--- config.mk ---
export PLATFORM = sky130hd
export DESIGN_NAME = sctf_codec
export DESIGN_NICKNAME = d
export VERILOG_FILES = /design/src/verilog/sctf_pkg.sv /design/src/verilog/sctf_codec.sv /design/src/verilog/sctf_fifo_mem.sv
export VERILOG_INCLUDE_DIRS = /design/src /design/src/verilog
export SDC_FILE = /design/constraint.sdc
export NUM_CORES = 1
export LEC_CHECK = 0
export ABC_AREA = 1
export BUFFER_PORTS_ARGS = -buffer_cell sky130_fd_sc_hd__clkbuf_2
export CAP_MARGIN = 40
export CORE_MARGIN = 3
export CORE_UTILIZATION = 35
export CTS_CLUSTER_SIZE = 24
export DETAILED_ROUTE_END_ITERATION = 8
export MAX_ROUTING_LAYER = met4
export PLACE_DENSITY_LB_ADDON = 0.3
export SYNTH_ARGS = -nofsm -noshare
export SYNTH_HDL_FRONTEND = slang
export SYNTH_SLANG_ARGS = --single-unit
export TNS_END_PERCENT = 30
--- constraint.sdc ---
create_clock -name clk -period 24.5 [get_ports clk]
set_input_delay 3.675 -clock clk [delete_from_list [all_inputs] [get_ports clk]]
set_output_delay 3.675 -clock clk [all_outputs]
set_load 0.02 [all_outputs]
--- src/verilog/sctf_defines.svh ---
`ifndef SCTF_DEFINES_SVH
`define SCTF_DEFINES_SVH
`define SCTF_LANES 4
`define SCTF_PTR_W 2
`define SCTF_FIFO_DEPTH 3'h4
`define SCTF_RD_NEG 1'b0
`define SCTF_WIDTH_1 2'h0
`define SCTF_WIDTH_2 2'h1
`define SCTF_LAST_1 2'h0
`define SCTF_LAST_2 2'h1
`define SCTF_LAST_4 2'h3
`define SCTF_SIX_ENTRIES 32
`define SCTF_FOUR_ENTRIES 8
`define SCTF_BAL6 3
`define SCTF_BAL4 2
`define SCTF_BAL10 5
`define SCTF_K28_FIVE 5'h1c
`define SCTF_K23_FIVE 5'h17
`define SCTF_K27_FIVE 5'h1b
`define SCTF_K29_FIVE 5'h1d
`define SCTF_K30_FIVE 5'h1e
`define SCTF_D7_FIVE 5'h07
`define SCTF_X3_THREE 3'h3
`define SCTF_X7_THREE 3'h7
`define SCTF_K28_SIX_NEG 6'h0f
`define SCTF_K28_SIX_POS 6'h30
`define SCTF_ALT7_NEG 4'h7
`define SCTF_COMMA_PLUS 7'h1f
`define SCTF_COMMA_MINUS 7'h60
`define SCTF_K28_1 8'h3c
`define SCTF_K28_5 8'hbc
`define SCTF_K28_7 8'hfc
`endif

--- src/verilog/sctf_pkg.sv ---
`default_nettype none
`include "sctf_defines.svh"
package sctf_pkg;
  typedef struct packed {
    logic       mode;
    logic       value;
    logic       k;
    logic [7:0] data;
  } sctf_tx_char_type;
  typedef sctf_tx_char_type [`SCTF_LANES-1:0] sctf_tx_word_type;
  typedef struct packed {
    logic [9:0] code;
    logic       rd;
  } sctf_enc_type;
  typedef struct packed {
    logic       k;
    logic       rd;
    logic       disp_err;
    logic       oob_err;
    logic       comma;
    logic [7:0] data;
  } sctf_rx_char_type;
  typedef sctf_rx_char_type [`SCTF_LANES-1:0] sctf_rx_word_type;
  typedef enum logic [1:0] {
    SCTF_TX_IDLE = 2'b01,
    SCTF_TX_SEND = 2'b10
  } sctf_tx_state_type;
endpackage : sctf_pkg
`default_nettype wire

--- src/verilog/sctf_codec.sv ---
`timescale 1ns/1ps
`default_nettype none
`include "sctf_defines.svh"
// Summary of operation
// - One, two or four 8/10-bit characters per word.
// - With encoder on, extra bits steer encoder.
// - Bypass order: mode, value, data bit 7..0.
// - Transmit running disparity resets negative.
// - Transmit running disparity always visible.
// - Per-byte mode/value force or invert disparity.
// - Four-deep FIFO, overflow/underflow flags, bypass option.
// - Least-significant byte goes first, both directions.
// - Full 256 data, 12 control code set.
// - Nine bits in, ten-bit code out.
// - Control flag picks control or data coding.
// - Invalid control byte raises transmit error.
// - Decoder bypass maps bits to flag, disparity, data.
// - Valid code with wrong disparity flags error.
// - Unknown code flags out-of-band, independent flag.
// - Disparity tracked for legal and illegal codes.
// - Out-of-band code passes raw bits through.
// - Twelve valid control characters raise flag.
// - Six comma modes: any or defined, polarity.
// - Every receive lane has own indicators.
module sctf_codec
(
  // Clock, reset and clock enable.
  input  wire logic        clk,
  input  wire logic        reset,
  input  wire logic        ce,
  // Static configuration.
  input  wire logic        encoder_bypass,
  input  wire logic        decoder_bypass,
  input  wire logic        tx_fifo_bypass,
  input  wire logic [1:0]  fabric_width_sel,
  input  wire logic        comma_any_pattern,
  input  wire logic [1:0]  comma_polarity_sel,
  // Fabric transmit side.
  input  wire logic        tx_write,
  input  wire logic [31:0] tx_byte_in,
  input  wire logic [3:0]  tx_control_char_in,
  input  wire logic [3:0]  tx_disparity_force_mode,
  input  wire logic [3:0]  tx_disparity_force_value,
  output logic             tx_running_disparity_out,
  output logic             tx_bad_control_char_err,
  output logic             tx_fifo_overflow,
  output logic             tx_fifo_underflow,
  // Serialiser side.
  input  wire logic        tx_char_request,
  output logic [9:0]       tx_char_out,
  output logic             tx_char_valid,
  input  wire logic        rx_char_strobe,
  input  wire logic [9:0]  rx_char_in,
  // Fabric receive side.
  output logic             rx_word_valid,
  output logic [31:0]      rx_byte_out,
  output logic [3:0]       rx_control_char_flag,
  output logic [3:0]       rx_running_disparity_out,
  output logic [3:0]       rx_disparity_err,
  output logic [3:0]       rx_out_of_band_err,
  output logic [3:0]       rx_comma_detect
);
  import sctf_pkg::*;

  localparam logic [5:0] SCTF_SIX_NEG [0:`SCTF_SIX_ENTRIES-1] = '{
    6'h27, 6'h1d, 6'h2d, 6'h31, 6'h35, 6'h29, 6'h19, 6'h38,
    6'h39, 6'h25, 6'h15, 6'h34, 6'h0d, 6'h2c, 6'h1c, 6'h17,
    6'h1b, 6'h23, 6'h13, 6'h32, 6'h0b, 6'h2a, 6'h1a, 6'h3a,
    6'h33, 6'h26, 6'h16, 6'h36, 6'h0e, 6'h2e, 6'h1e, 6'h2b};
  localparam logic [3:0] SCTF_FOUR_NEG [0:`SCTF_FOUR_ENTRIES-1] = '{
    4'hb, 4'h9, 4'h5, 4'hc, 4'hd, 4'ha, 4'h6, 4'he};

  function automatic logic [1:0] sctf_last_lane(input logic [1:0] width_sel);
    case (width_sel)
      `SCTF_WIDTH_1: sctf_last_lane = `SCTF_LAST_1;
      `SCTF_WIDTH_2: sctf_last_lane = `SCTF_LAST_2;
      default:       sctf_last_lane = `SCTF_LAST_4;
    endcase
  endfunction : sctf_last_lane

  function automatic logic sctf_valid_k(input logic [7:0] data);
    logic [4:0] five;
    five = data[4:0];
    sctf_valid_k = (five == `SCTF_K28_FIVE) ||
                   ((data[7:5] == `SCTF_X7_THREE) &&
                    ((five == `SCTF_K23_FIVE) || (five == `SCTF_K27_FIVE) ||
                     (five == `SCTF_K29_FIVE) || (five == `SCTF_K30_FIVE)));
  endfunction : sctf_valid_k

  // Both sub-blocks are chosen from the negative-disparity form and flipped as needed.
  function automatic sctf_enc_type sctf_encode(input logic [7:0] data, input logic k, input logic rd);
    logic [5:0]   six;
    logic [3:0]   four;
    logic         rd_mid;
    logic         k28;
    logic         alt;
    logic         flip4;
    sctf_enc_type res;
    k28 = k && (data[4:0] == `SCTF_K28_FIVE);
    six = k28 ? `SCTF_K28_SIX_NEG : SCTF_SIX_NEG[data[4:0]];
    if (rd && (($countones(six) != `SCTF_BAL6) || (data[4:0] == `SCTF_D7_FIVE)))
      six = ~six;
    rd_mid = ($countones(six) == `SCTF_BAL6) ? rd : ~rd;
    alt = (data[7:5] == `SCTF_X7_THREE) &&
          (k || (!rd_mid && six[1] && six[0]) || (rd_mid && !six[1] && !six[0]));
    four = alt ? `SCTF_ALT7_NEG : SCTF_FOUR_NEG[data[7:5]];
    if (k28 && ($countones(four) == `SCTF_BAL4) && (data[7:5] != `SCTF_X3_THREE))
      flip4 = !rd_mid;
    else
      flip4 = rd_mid && (($countones(four) != `SCTF_BAL4) || (data[7:5] == `SCTF_X3_THREE));
    if (flip4)
      four = ~four;
    res.code = {six, four};
    res.rd = ($countones(four) == `SCTF_BAL4) ? rd_mid : ~rd_mid;
    return res;
  endfunction : sctf_encode

  // Decoding guesses the byte from the sub-blocks, then proves it by encoding it again.
  function automatic sctf_rx_char_type sctf_decode(input logic [9:0] code, input logic rd);
    logic [5:0]       six;
    logic [3:0]       four;
    logic [4:0]       five;
    logic [2:0]       three;
    logic             k28;
    logic             alt;
    logic             k;
    logic             found6;
    logic             found4;
    sctf_enc_type     same;
    sctf_enc_type     opp;
    sctf_rx_char_type res;
    six = code[9:4];
    four = code[3:0];
    five = '0;
    three = '0;
    found6 = 1'b0;
    found4 = 1'b0;
    alt = 1'b0;
    k28 = (six == `SCTF_K28_SIX_NEG) || (six == `SCTF_K28_SIX_POS);
    if (k28)
    begin
      five = `SCTF_K28_FIVE;
      found6 = 1'b1;
      if (six == `SCTF_K28_SIX_POS)
        four = ~four;
    end
    for (int f = 0; f < `SCTF_SIX_ENTRIES; f++)
    begin
      if (!k28 && ((six == SCTF_SIX_NEG[f]) ||
          ((($countones(SCTF_SIX_NEG[f]) != `SCTF_BAL6) || (f == `SCTF_D7_FIVE)) &&
           (six == ~SCTF_SIX_NEG[f]))))
      begin
        five = 5'(f);
        found6 = 1'b1;
      end
    end
    for (int x = 0; x < `SCTF_FOUR_ENTRIES; x++)
    begin
      if ((four == SCTF_FOUR_NEG[x]) ||
          ((($countones(SCTF_FOUR_NEG[x]) != `SCTF_BAL4) || (x == `SCTF_X3_THREE)) &&
           (four == ~SCTF_FOUR_NEG[x])))
      begin
        three = 3'(x);
        found4 = 1'b1;
      end
    end
    if ((four == `SCTF_ALT7_NEG) || (four == ~`SCTF_ALT7_NEG))
    begin
      three = `SCTF_X7_THREE;
      alt = 1'b1;
      found4 = 1'b1;
    end
    k = k28 || (alt && sctf_valid_k({three, five}));
    same = sctf_encode({three, five}, k, rd);
    opp = sctf_encode({three, five}, k, ~rd);
    res.data = {three, five};
    res.k = k;
    res.oob_err = !(found6 && found4 && ((same.code == code) || (opp.code == code)));
    res.disp_err = !res.oob_err && (same.code != code);
    res.comma = 1'b0;
    if ($countones(code) > `SCTF_BAL10)
      res.rd = 1'b1;
    else if ($countones(code) < `SCTF_BAL10)
      res.rd = 1'b0;
    else
      res.rd = rd;
    return res;
  endfunction : sctf_decode

  sctf_tx_word_type  in_word;
  sctf_tx_word_type  head_word;
  sctf_tx_word_type  fifo_rdata;
  sctf_tx_word_type  cur_word_ff;
  sctf_tx_word_type  byp_word_ff;
  logic              byp_valid_ff;
  logic [`SCTF_PTR_W:0] wr_ptr_ff;
  logic [`SCTF_PTR_W:0] rd_ptr_ff;
  logic [`SCTF_PTR_W:0] nxt_rd_ptr;
  logic              fifo_full;
  logic              fifo_empty;
  logic              fifo_we;
  logic              head_avail;
  logic              tx_start;
  logic              tx_emit;
  logic [1:0]        tx_last;
  sctf_tx_state_type tx_state_ff;
  logic [1:0]        tx_lane_ff;
  logic              tx_rd_ff;
  logic              tx_rd_use;
  sctf_tx_char_type  tx_char;
  sctf_enc_type      tx_enc;
  logic [9:0]        tx_char_ff;
  logic              tx_valid_ff;
  logic              tx_kerr_ff;
  logic              tx_ovf_ff;
  logic              tx_unf_ff;
  sctf_rx_char_type  rx_dec;
  sctf_rx_char_type  rx_char;
  sctf_rx_word_type  rx_acc_ff;
  sctf_rx_word_type  nxt_rx_word;
  sctf_rx_word_type  rx_word_ff;
  logic              rx_valid_ff;
  logic [1:0]        rx_lane_ff;
  logic              rx_rd_ff;
  logic              comma_hit;

  // Per-lane control inputs become encoder controls with 8-bit data, code bits 9:8 in bypass.
  always_comb
  begin
    for (int l = 0; l < `SCTF_LANES; l++)
    begin
      in_word[l].mode = tx_disparity_force_mode[l];
      in_word[l].value = tx_disparity_force_value[l];
      in_word[l].k = tx_control_char_in[l];
      in_word[l].data = tx_byte_in[8*l +: 8];
    end
  end

  // Reads and writes share one clock, so the FIFO only absorbs phase, never rate.
  assign fifo_full = ((wr_ptr_ff - rd_ptr_ff) == `SCTF_FIFO_DEPTH);
  assign fifo_empty = (wr_ptr_ff == rd_ptr_ff);
  assign fifo_we = tx_write && !tx_fifo_bypass && !fifo_full;
  assign head_avail = tx_fifo_bypass ? byp_valid_ff : !fifo_empty;
  assign head_word = tx_fifo_bypass ? byp_word_ff : fifo_rdata;
  assign tx_last = sctf_last_lane(fabric_width_sel);
  assign tx_start = tx_char_request && (tx_state_ff == SCTF_TX_IDLE) && head_avail;
  assign tx_emit = tx_char_request && ((tx_state_ff == SCTF_TX_SEND) || head_avail);
  assign nxt_rd_ptr = rd_ptr_ff + {{`SCTF_PTR_W{1'b0}}, (tx_start && !tx_fifo_bypass)};

  sctf_fifo_mem u_fifo_mem
  (
    .clk      (clk),
    .reset    (reset),
    .ce       (ce),
    .we       (fifo_we),
    .waddr    (wr_ptr_ff[`SCTF_PTR_W-1:0]),
    .wdata    (in_word),
    .raddr    (nxt_rd_ptr[`SCTF_PTR_W-1:0]),
    .rdata_ff (fifo_rdata)
  );

  always_ff @(posedge clk)
  begin
    if (reset)
    begin
      wr_ptr_ff <= '0;
      rd_ptr_ff <= '0;
    end
    else if (ce)
    begin
      if (fifo_we)
        wr_ptr_ff <= wr_ptr_ff + {{`SCTF_PTR_W{1'b0}}, 1'b1};
      rd_ptr_ff <= nxt_rd_ptr;
    end
  end

  // The single bypass register is overwritten when not drained; that counts as overflow.
  always_ff @(posedge clk)
  begin
    if (reset)
    begin
      byp_word_ff <= '0;
      byp_valid_ff <= 1'b0;
    end
    else if (ce)
    begin
      if (tx_write && tx_fifo_bypass)
      begin
        byp_word_ff <= in_word;
        byp_valid_ff <= 1'b1;
      end
      else if (tx_start && tx_fifo_bypass)
        byp_valid_ff <= 1'b0;
    end
  end

  always_ff @(posedge clk)
  begin
    if (reset)
    begin
      tx_ovf_ff <= 1'b0;
      tx_unf_ff <= 1'b0;
    end
    else if (ce)
    begin
      tx_ovf_ff <= tx_write && (tx_fifo_bypass ? (byp_valid_ff && !tx_start) : fifo_full);
      tx_unf_ff <= tx_char_request && !tx_emit;
    end
  end

  // Lane 0 of a fresh word goes out on the same request that takes it, so no bubble.
  always_ff @(posedge clk)
  begin
    if (reset)
    begin
      tx_state_ff <= SCTF_TX_IDLE;
      tx_lane_ff <= '0;
      cur_word_ff <= '0;
    end
    else if (ce)
    begin
      unique case (tx_state_ff)
        SCTF_TX_IDLE:
        begin
          if (tx_start)
          begin
            cur_word_ff <= head_word;
            tx_lane_ff <= 2'h1;
            if (tx_last != `SCTF_LAST_1)
              tx_state_ff <= SCTF_TX_SEND;
          end
        end
        SCTF_TX_SEND:
        begin
          if (tx_char_request)
          begin
            if (tx_lane_ff == tx_last)
            begin
              tx_state_ff <= SCTF_TX_IDLE;
              tx_lane_ff <= '0;
            end
            else
              tx_lane_ff <= tx_lane_ff + 2'h1;
          end
        end
      endcase
    end
  end

  assign tx_char = (tx_state_ff == SCTF_TX_SEND) ? cur_word_ff[tx_lane_ff] : head_word[0];
  assign tx_rd_use = tx_char.mode ? tx_char.value :
                     (tx_char.value ? ~tx_rd_ff : tx_rd_ff);
  assign tx_enc = sctf_encode(tx_char.data, tx_char.k, tx_rd_use);

  always_ff @(posedge clk)
  begin
    if (reset)
    begin
      tx_rd_ff <= `SCTF_RD_NEG;
      tx_char_ff <= '0;
      tx_valid_ff <= 1'b0;
      tx_kerr_ff <= 1'b0;
    end
    else if (ce)
    begin
      tx_valid_ff <= tx_emit;
      tx_kerr_ff <= tx_emit && !encoder_bypass && tx_char.k && !sctf_valid_k(tx_char.data);
      if (tx_emit)
      begin
        if (encoder_bypass)
          tx_char_ff <= {tx_char.mode, tx_char.value, tx_char.data};
        else
        begin
          tx_char_ff <= tx_enc.code;
          tx_rd_ff <= tx_enc.rd;
        end
      end
    end
  end

  assign rx_dec = sctf_decode(rx_char_in, rx_rd_ff);
  assign comma_hit = (comma_polarity_sel[0] && (rx_char_in[9:3] == `SCTF_COMMA_PLUS)) ||
                     (comma_polarity_sel[1] && (rx_char_in[9:3] == `SCTF_COMMA_MINUS));

  always_comb
  begin
    rx_char = rx_dec;
    if (decoder_bypass)
    begin
      rx_char = '0;
      rx_char.k = rx_char_in[9];
      rx_char.rd = rx_char_in[8];
      rx_char.data = rx_char_in[7:0];
    end
    else if (rx_dec.oob_err)
    begin
      rx_char.k = rx_char_in[9];
      rx_char.rd = rx_char_in[8];
      rx_char.data = rx_char_in[7:0];
    end
    if (comma_any_pattern)
      rx_char.comma = comma_hit;
    else
      rx_char.comma = comma_hit && !decoder_bypass && !rx_dec.oob_err && rx_dec.k &&
                      ((rx_dec.data == `SCTF_K28_1) || (rx_dec.data == `SCTF_K28_5) ||
                       (rx_dec.data == `SCTF_K28_7));
    nxt_rx_word = rx_acc_ff;
    nxt_rx_word[rx_lane_ff] = rx_char;
  end

  // Lanes fill from the least-significant end, in the order characters arrive.
  always_ff @(posedge clk)
  begin
    if (reset)
    begin
      rx_rd_ff <= `SCTF_RD_NEG;
      rx_lane_ff <= '0;
      rx_acc_ff <= '0;
      rx_word_ff <= '0;
      rx_valid_ff <= 1'b0;
    end
    else if (ce)
    begin
      rx_valid_ff <= 1'b0;
      if (rx_char_strobe)
      begin
        if (!decoder_bypass)
          rx_rd_ff <= rx_dec.rd;
        if (rx_lane_ff == sctf_last_lane(fabric_width_sel))
        begin
          rx_word_ff <= nxt_rx_word;
          rx_valid_ff <= 1'b1;
          rx_acc_ff <= '0;
          rx_lane_ff <= '0;
        end
        else
        begin
          rx_acc_ff <= nxt_rx_word;
          rx_lane_ff <= rx_lane_ff + 2'h1;
        end
      end
    end
  end

  assign tx_running_disparity_out = tx_rd_ff;
  assign tx_bad_control_char_err = tx_kerr_ff;
  assign tx_fifo_overflow = tx_ovf_ff;
  assign tx_fifo_underflow = tx_unf_ff;
  assign tx_char_out = tx_char_ff;
  assign tx_char_valid = tx_valid_ff;
  assign rx_word_valid = rx_valid_ff;

  always_comb
  begin
    for (int l = 0; l < `SCTF_LANES; l++)
    begin
      rx_byte_out[8*l +: 8] = rx_word_ff[l].data;
      rx_control_char_flag[l] = rx_word_ff[l].k;
      rx_running_disparity_out[l] = rx_word_ff[l].rd;
      rx_disparity_err[l] = rx_word_ff[l].disp_err;
      rx_out_of_band_err[l] = rx_word_ff[l].oob_err;
      rx_comma_detect[l] = rx_word_ff[l].comma;
    end
  end
endmodule : sctf_codec
`default_nettype wire

--- src/verilog/sctf_fifo_mem.sv ---
`timescale 1ns/1ps
`default_nettype none
`include "sctf_defines.svh"
module sctf_fifo_mem
(
  // Clocking.
  input  wire logic                    clk,
  input  wire logic                    reset,
  input  wire logic                    ce,
  // Write port.
  input  wire logic                    we,
  input  wire logic [`SCTF_PTR_W-1:0]  waddr,
  input  wire sctf_pkg::sctf_tx_word_type wdata,
  // Read port.
  input  wire logic [`SCTF_PTR_W-1:0]  raddr,
  output sctf_pkg::sctf_tx_word_type   rdata_ff
);
  import sctf_pkg::*;

  sctf_tx_word_type mem [0:(1<<`SCTF_PTR_W)-1];

  always_ff @(posedge clk)
  begin
    if (ce && we)
    begin
      mem[waddr] <= wdata;
    end
  end

  // A write to the entry being read is forwarded so a just-written head is not stale.
  always_ff @(posedge clk)
  begin
    if (reset)
    begin
      rdata_ff <= '0;
    end
    else if (ce)
    begin
      rdata_ff <= (we && (waddr == raddr)) ? wdata : mem[raddr];
    end
  end
endmodule : sctf_fifo_mem
`default_nettype wire

==> results of run 1 <==
-- logic make-up (layout without fill, tap and decap cells) --
logic type	Yosys count	count (layout)
AO/OA/AOI/OAI	752	752
XOR/XNOR	26	26
adder cells (fa/ha/maj)	68	68
buffers and inverters	442	527
flip-flops	442	442
other	0	2
AND/OR/NAND/NOR	1022	1022
-- sequential cells by signal, indices dropped and copies added, names as in the netlist, 10 cells and up --
name and cells:
byp_word_ff 44, cur_word_ff 44, rx_acc_ff 52, u_fifo_mem.mem 176, rx_byte_out 32, u_fifo_mem.rdata_ff 44, tx_char_out 10
-- routing by layer --
layer	share of wire, %	global-route usage (%)	up-vias
li1	-	-	9427
met1	47	26.1	8912
met2	47	31.6	424
met3	4.2	2.26	77
met4	1.9	4.78	0
met5	0	-	-
-- metrics by stage --
step,utilization [%],instances
after CTS,39.9,3683
after floorplan,-,2752
after global routing,39.9,3685
after detailed placement,37.7,3600
final,39.9,3685
after global placement,37.5,3593
-- Yosys cell counts (2+ instances only) --
cell type	n	share of area [%]
a211oi_1	4	0.13
a21o_1	41	1.4
a21oi_1	254	5.6
a31oi_1	4	0.11
buf_1	12	0.20
buf_2	3	0.067
buf_4	4	0.13
buf_6	9	0.45
clkbuf_1	134	2.2
dfxtp_1	266	24
edfxtp_1	176	23
fa_1	21	1.9
ha_1	47	2.6
inv_1	262	4.4
inv_2	16	0.27
nand2_1	499	8.3
nand2_2	16	0.44
nand2_4	12	0.60
nand3_1	186	4.1
nand3_2	15	0.67
nand3b_1	4	0.13
nand4_1	24	0.67
nor2_1	178	3.0
nor2_2	11	0.31
nor2_4	5	0.25
nor3_1	8	0.18
nor3_2	2	0.089
nor4_1	3	0.083
o2111ai_1	2	0.078
o211ai_1	59	2.0
o21a_1	5	0.17
o21ai_0	310	6.9
o21ai_1	3	0.067
o21ai_2	4	0.16
o21bai_1	6	0.20
o221ai_1	45	1.7
o22ai_1	9	0.25
or2_2	56	1.6
xnor2_1	8	0.31
xor2_1	18	0.70
-- area by class of cell --
cell class              count  area [µm²]  area share [%]
clock inverters             9        85.1           0.336
multi-input cells        1868       10200            40.4
repair buffers            165         981            3.87
clock buffers              74        1310            5.16
diodes                      2        5.00          0.0198
flip-flops and latches    442       10600            41.9
inverters                 279        1050            4.14
well taps                 846        1060            4.18
-- cell usage in the layout, fill, tap and decap left out, types with 4 or more instances in the layout --
cell type / count
a21o_1: 41
nand3_2: 15
o21ai_0: 310
nand2_2: 18
o21bai_1: 6
o21a_1: 5
o22ai_1: 9
a211oi_1: 4
nor3_1: 7
clkbuf_1: 22
edfxtp_1: 176
clkbuf_8: 5
nand2_1: 497
buf_4: 24
nand4_1: 24
nor2_2: 11
o21ai_2: 4
a31oi_1: 4
nand3b_1: 4
a21oi_1: 254
o221ai_1: 45
nand2_4: 12
nand3_1: 184
nor2_1: 173
fa_1: 21
xnor2_1: 8
o211ai_1: 59
or2_2: 56
clkbuf_16: 46
inv_1: 259
clkbuf_2: 134
clkinv_2: 7
xor2_1: 18
inv_2: 19
nor2_4: 10
ha_1: 46
dfxtp_1: 266
-- worst max path at each step --
stage | to | slack (ns) | depth (start not counted)
3_3_place_gp | rx_byte_out[24] | 9.90 | 71
2_1_floorplan | tx_running_disparity_out | 10.96 | 50
5_1_grt | rx_byte_out[24] | 9.23 | 71
4_1_cts | rx_byte_out[24] | 10.37 | 70
6_report | rx_byte_out[24] | 10.31 | 65
3_5_place_dp | rx_byte_out[24] | 9.78 | 70
-- where the power goes --
group          internal, W  total (W)  switching, W
registers         0.000795   0.000810     0.0000143
clock network     0.000367   0.000659      0.000292
logic             0.000358   0.000958      0.000600
-- worst register-to-register path: cells and delay by family, from the launching register on --
family | cells | cell delay, ns
AND/OR/NAND/NOR | 16 | 1.64
XOR/XNOR | 3 | 0.48
adder cells (fa/ha/maj) | 15 | 5.28
flip-flops | 1 | 0.63
buffers and inverters | 10 | 1.24
AO/OA/AOI/OAI | 8 | 1.90
==> qor.yml, run 1 <==
placement:
  gp_congestion: 0.917
  placed_cell_area_um2: 23900
  numPortBuffers: 135
  dp_hpwl_um: 42600
  pre_cts_slack_ns: 9.78
hold_path:
  hold_depth: 2
  min_path_type: "reg -> reg"
  hold_start: "byp_word_ff[19]"
  holdPathEnd: "byp_word_ff[19]"
timing:
  maxSlewViolCount: 0
  whs_ns: 0.447
  setup_ws_ns: 10.31
  min_period_ns: 14.19
  rsz0062_at_grt: "false"
  period_share_pct: 57.9
  hold_violations: 0
  clock_skew_ns: 0.0332
  setup_viol: 0
  tightestPinTransition_ns: 0.990
  fmax_mhz: 70.5
  slew_headroom_pct: 33.3
  fin_tns_setup_ns: 0
floorplanning:
  die_w_um: 260
  core_um2: 63400
  num_io_pins: 136
  start_util_pct: 35.5
  fp.dieArea_um2: 67400
  num_rows: 92
  die_h_um: 260
finish:
  nFillCells: 6478
  layout.nets: 2937
  fin_area_um2: 25300
  area_growth_pct: 12.4
  drive_above_1_share_pct: 13.5
yosys:
  synth_edf_count: 176
  synth_top_family_by_area: "simple AND/OR/NAND/NOR gates"
  synth.mux.area_fraction_pct: 0
  yosys.area_share.adder_pct: 4.48
  yosys.area_share.simple_pct: 20.5
  synth_xor_area_share_pct: 1.01
  ys_seq_area_share_pct: 47.1
  synthArstFlopShare_pct: 0
  synth_compound_area_share_pct: 19.0
  syn_avg_cell_area_um2: 8.18
  ys_dominant_reg_cell: "dfxtp_1"
  synth_cell_types: 51
  netlist_instances: 2752
  ys_ff_latch: 442
  synth_area_um2: 22500
  yosys_warnings: 0
  mappedNetlistNets: 2888
worst_setup_path:
  path_buf_inv: 11
  r2r_start: "tx_lane_ff[1]"
  crit_slowest_cell: "nor2_1"
  r2r_cells: 52
  crit_start: "rx_char_in[8]"
  crit_type: "in -> reg"
  r2r_end: "tx_running_disparity_out"
  startpoint_type: "input port"
  path_max_fanout: 12
  end_kind: "register"
  required_ns: 25.02
  reg2reg_slack_ns: 13.18
  cp_common_cell: "nand2_1"
  crit_family: "simple AND/OR/NAND/NOR gates"
  slowest_delay_ns: 0.62
  arrival_ns: 14.71
run:
  drv_cap: 0
grt:
  antenna_found_initial: 4
  grt_max_degree: 101
  grt_usage_pct: 19.5
  grt_pass1_vias: 17700
  grt_pass1_wl_um: 101000
  grt-ovfl-total: 0
clock_network:
  cts_sinks: 442
  cts_tree: "done"
  post_cts_buffers: 0
  clk_latency_ns: 0.59
  cts_max_path_buffers: 3
  cts_root_buf: "clkbuf_16"
  holdBufCountCts: 0
  ctsHtreeMaxLevel: 2
  cts_buffers: 45
  cts_resized: 0
  cts.clk_slew.worst_paths_ns: 0.06
drt:
  drt_iter0_markers: 1347
  drtPass1Iterations: 5
  drc: 0
  ant_nets: 0
  wl_per_cell_um: 17.6
  vias: 18800
  routed_wl_um: 65000
  viasPerCell: 5.11
run_status:
  run_status: "complete, no violations"
power:
  power_w: 0.00243
  ir_worst_vdd_uv: 120
  p_leak_nw: 10.4
  pwr_density_cell_nw_per_um2: 95.8
Power figures use the tool's default switching activity.
==> run 2, diff against run 1 <==
clock period = 12.48 ns   (was 24.5 ns; I/O delays follow)
==> run 2 against run 1 <==
Compared with the run above: design area grew 1.1%; critical path depth rose by 5; clock skew grew 0.0042 ns; highest routed layer unchanged; sequential share of layout area down 0.47 points; routed wire length is 0.88% lower; via count grew 0.35%; die area unchanged; setup slack lost 9.3 ns; total power rose by 99%; clock-buffer cell count shrank 7; non-clock buffer count rose by 27; largest power group unchanged; clock power increased by 100%.
==> qor.yml, run 2 (same netlist as run 1, synthesis figures left out) <==
run_status:
  run_status: "complete, no violations"  # unchanged
clock_network:
  cts_buffers: 46  # was 45
  cts_sinks: 442  # unchanged
  clk_latency_ns: 0.57  # was 0.59 ns
  cts_max_path_buffers: 3  # unchanged
  holdBufCountCts: 0  # unchanged
  cts.clk_slew.worst_paths_ns: 0.06  # about the same
  cts_tree: "done"  # unchanged
  ctsHtreeMaxLevel: 2  # unchanged
  cts_root_buf: "clkbuf_16"  # unchanged
grt:
  grt-ovfl-total: 0  # unchanged
  grt_pass1_vias: 17900  # was 17700
  antenna_found_initial: 5  # was 4
  grt_usage_pct: 19.4  # was 19.5%
  grt_max_degree: 100  # was 101
  grt_pass1_wl_um: 102000  # was 101000 µm
timing:
  clock_skew_ns: 0.0374  # was 0.0332 ns
  min_period_ns: 11.51
  tightestPinTransition_ns: 0.933  # was 0.990 ns
  fin_tns_setup_ns: 0  # unchanged
  period_share_pct: 92.2
  hold_violations: 0  # unchanged
  setup_viol: 0  # unchanged
  fmax_mhz: 86.9
  maxSlewViolCount: 0  # unchanged
  slew_headroom_pct: 37.1  # was 33.3%
  rsz0062_at_grt: "false"  # unchanged
drt:
  ant_nets: 0  # unchanged
  wl_per_cell_um: 17.4  # was 17.6 µm
  drt_iter0_markers: 1292  # was 1347
  vias: 18900  # was 18800
  drc: 0  # unchanged
  drtPass1Iterations: 5  # unchanged
  routed_wl_um: 64400  # was 65000 µm
  viasPerCell: 5.09  # was 5.11
power:
  ir_worst_vdd_uv: 204  # was 120 µV
  pwr_density_cell_nw_per_um2: 188  # was 95.8 nW/µm²
  p_leak_nw: 10.5  # was 10.4 nW
finish:
  final_common_cell: "nand2_1"  # unchanged
  drive_above_1_share_pct: 14.6  # was 13.5%
  layout.cells.non_filler: 3714  # was 3685
  largest-register: "u_fifo_mem.mem"  # unchanged
  mostFrequentLayoutCells: "nand2_1, o21ai_0, dfxtp_1"  # unchanged
  final_util_pct: 40.4  # was 39.9%
  nFillCells: 6446  # was 6478
  reg_top3: "u_fifo_mem.mem: 176 flops, rx_acc_ff: 52 flops"  # unchanged
  fin_area_um2: 25600  # was 25300 µm²
  largest_reg_flops: 176  # unchanged
  area_growth_pct: 13.7  # was 12.4%
  layout.nets: 2965  # was 2937
floorplanning:
  num_io_pins: 136  # unchanged
  fp.dieArea_um2: 67400  # unchanged
  core_um2: 63400  # unchanged
  num_rows: 92  # unchanged
  start_util_pct: 35.5  # unchanged
  die_h_um: 260  # unchanged
  die_w_um: 260  # unchanged
worst_setup_path:
  path_buf_inv: 12  # was 11
  arrival_ns: 11.97  # was 14.71 ns
  slowest_delay_ns: 0.55  # was 0.62 ns
  crit_type: "in -> reg"  # unchanged
  crit_family: "adder cells"  # was simple AND/OR/NAND/NOR gates
  crit_slowest_cell: "fa_1"  # was nor2_1
  path_max_fanout: 10  # was 12
  end_kind: "register"  # unchanged
  cp_common_cell: "nand2_1"  # unchanged
  required_ns: 12.94  # was 25.02 ns
  startpoint_type: "input port"  # unchanged
placement:
  dp_hpwl_um: 42500  # was 42600 µm
  placed_cell_area_um2: 24100  # was 23900 µm²
  placedCellCount: 3627  # was 3600
  numPortBuffers: 135  # unchanged
  gp_congestion: 0.911  # was 0.917
hold_path:
  min_path_type: "reg -> reg"  # unchanged
run:
  drv_cap: 0  # unchanged
-- run 2: cell count changes in the layout (fill, tap and decap cells not counted), moves of 2 or more --
cell	delta
buf_4	+23
buf_12	+2
clkbuf_8	+2
nand2_1	-2
buf_8	+2
clkbuf_1	-8
clkinv_1	+4
buf_2	+2
nand2_2	+2
clkbuf_2	-2
inv_4	+2
-- run 2: report_power, final --
group	switching (W)	total, W	leakage, nW	internal (W)
clock	0.000573	0.00132	0.709	0.000748
sequential	0.0000287	0.00159	3.75	0.00156
combinational	0.00118	0.00191	6.07	0.000735
-- run 2: worst paths after layout --
kind              startpoint                       end  slack (ns)  cells after the start
max            rx_char_in[6]           rx_byte_out[28]        0.97                     70
min          byp_word_ff[39]           byp_word_ff[39]        0.45                      2
max reg2reg    tx_lane_ff[1]  tx_running_disparity_out        1.43                     54
min reg2reg  byp_word_ff[39]           byp_word_ff[39]        0.45                      2
-- run 2: final cells by class --
type	instances	area (µm²)	share of cell area, %
timing repair buffer	192	1200	4.69
clock inverter	17	149	0.581
clock buffer	67	1300	5.08
multi-input combinational	1868	10200	40.0
inverter	279	1050	4.10
antenna	3	7.51	0.0293
sequential	442	10600	41.4
tap	846	1060	4.13
-- run 2: repair_timing --
item / CTS / global route
endpoints found under the setup margin: 0 / 91
setup buffers: 0 / 0
gates resized for setup: 0 / 5
-- run 2: worst register-to-register path: cells and delay by family, from the launching register on --
kind	cells	cell delay, ns
flip-flops	1	0.65
XOR/XNOR	3	0.44
buffers and inverters	11	1.36
adder cells (fa/ha/maj)	15	5.26
AND/OR/NAND/NOR	18	1.82
AO/OA/AOI/OAI	7	1.39
-- run 2: per-stage QoR --
step | setup WS (ns) | power [W] | hold WS [ns]
2_1_floorplan | 0.742 | 0.00308 | 0.425
3_3_place_gp | 0.372 | 0.00352 | 0.434
4_1_cts | 0.791 | 0.00487 | 0.448
6_report | 0.971 | 0.00483 | 0.447
3_5_place_dp | 0.269 | 0.00354 | 0.440
5_1_grt | 0.0276 | 0.00523 | 0.462
-- run 2: routing by layer --
layer	wire [µm]	global-route usage [%]	vias to the layer above
li1	-	-	9474
met2	29600	31.1	487
met3	3270	2.60	102
met1	30000	25.8	8843
met4	1550	4.89	0
met5	0	-	-
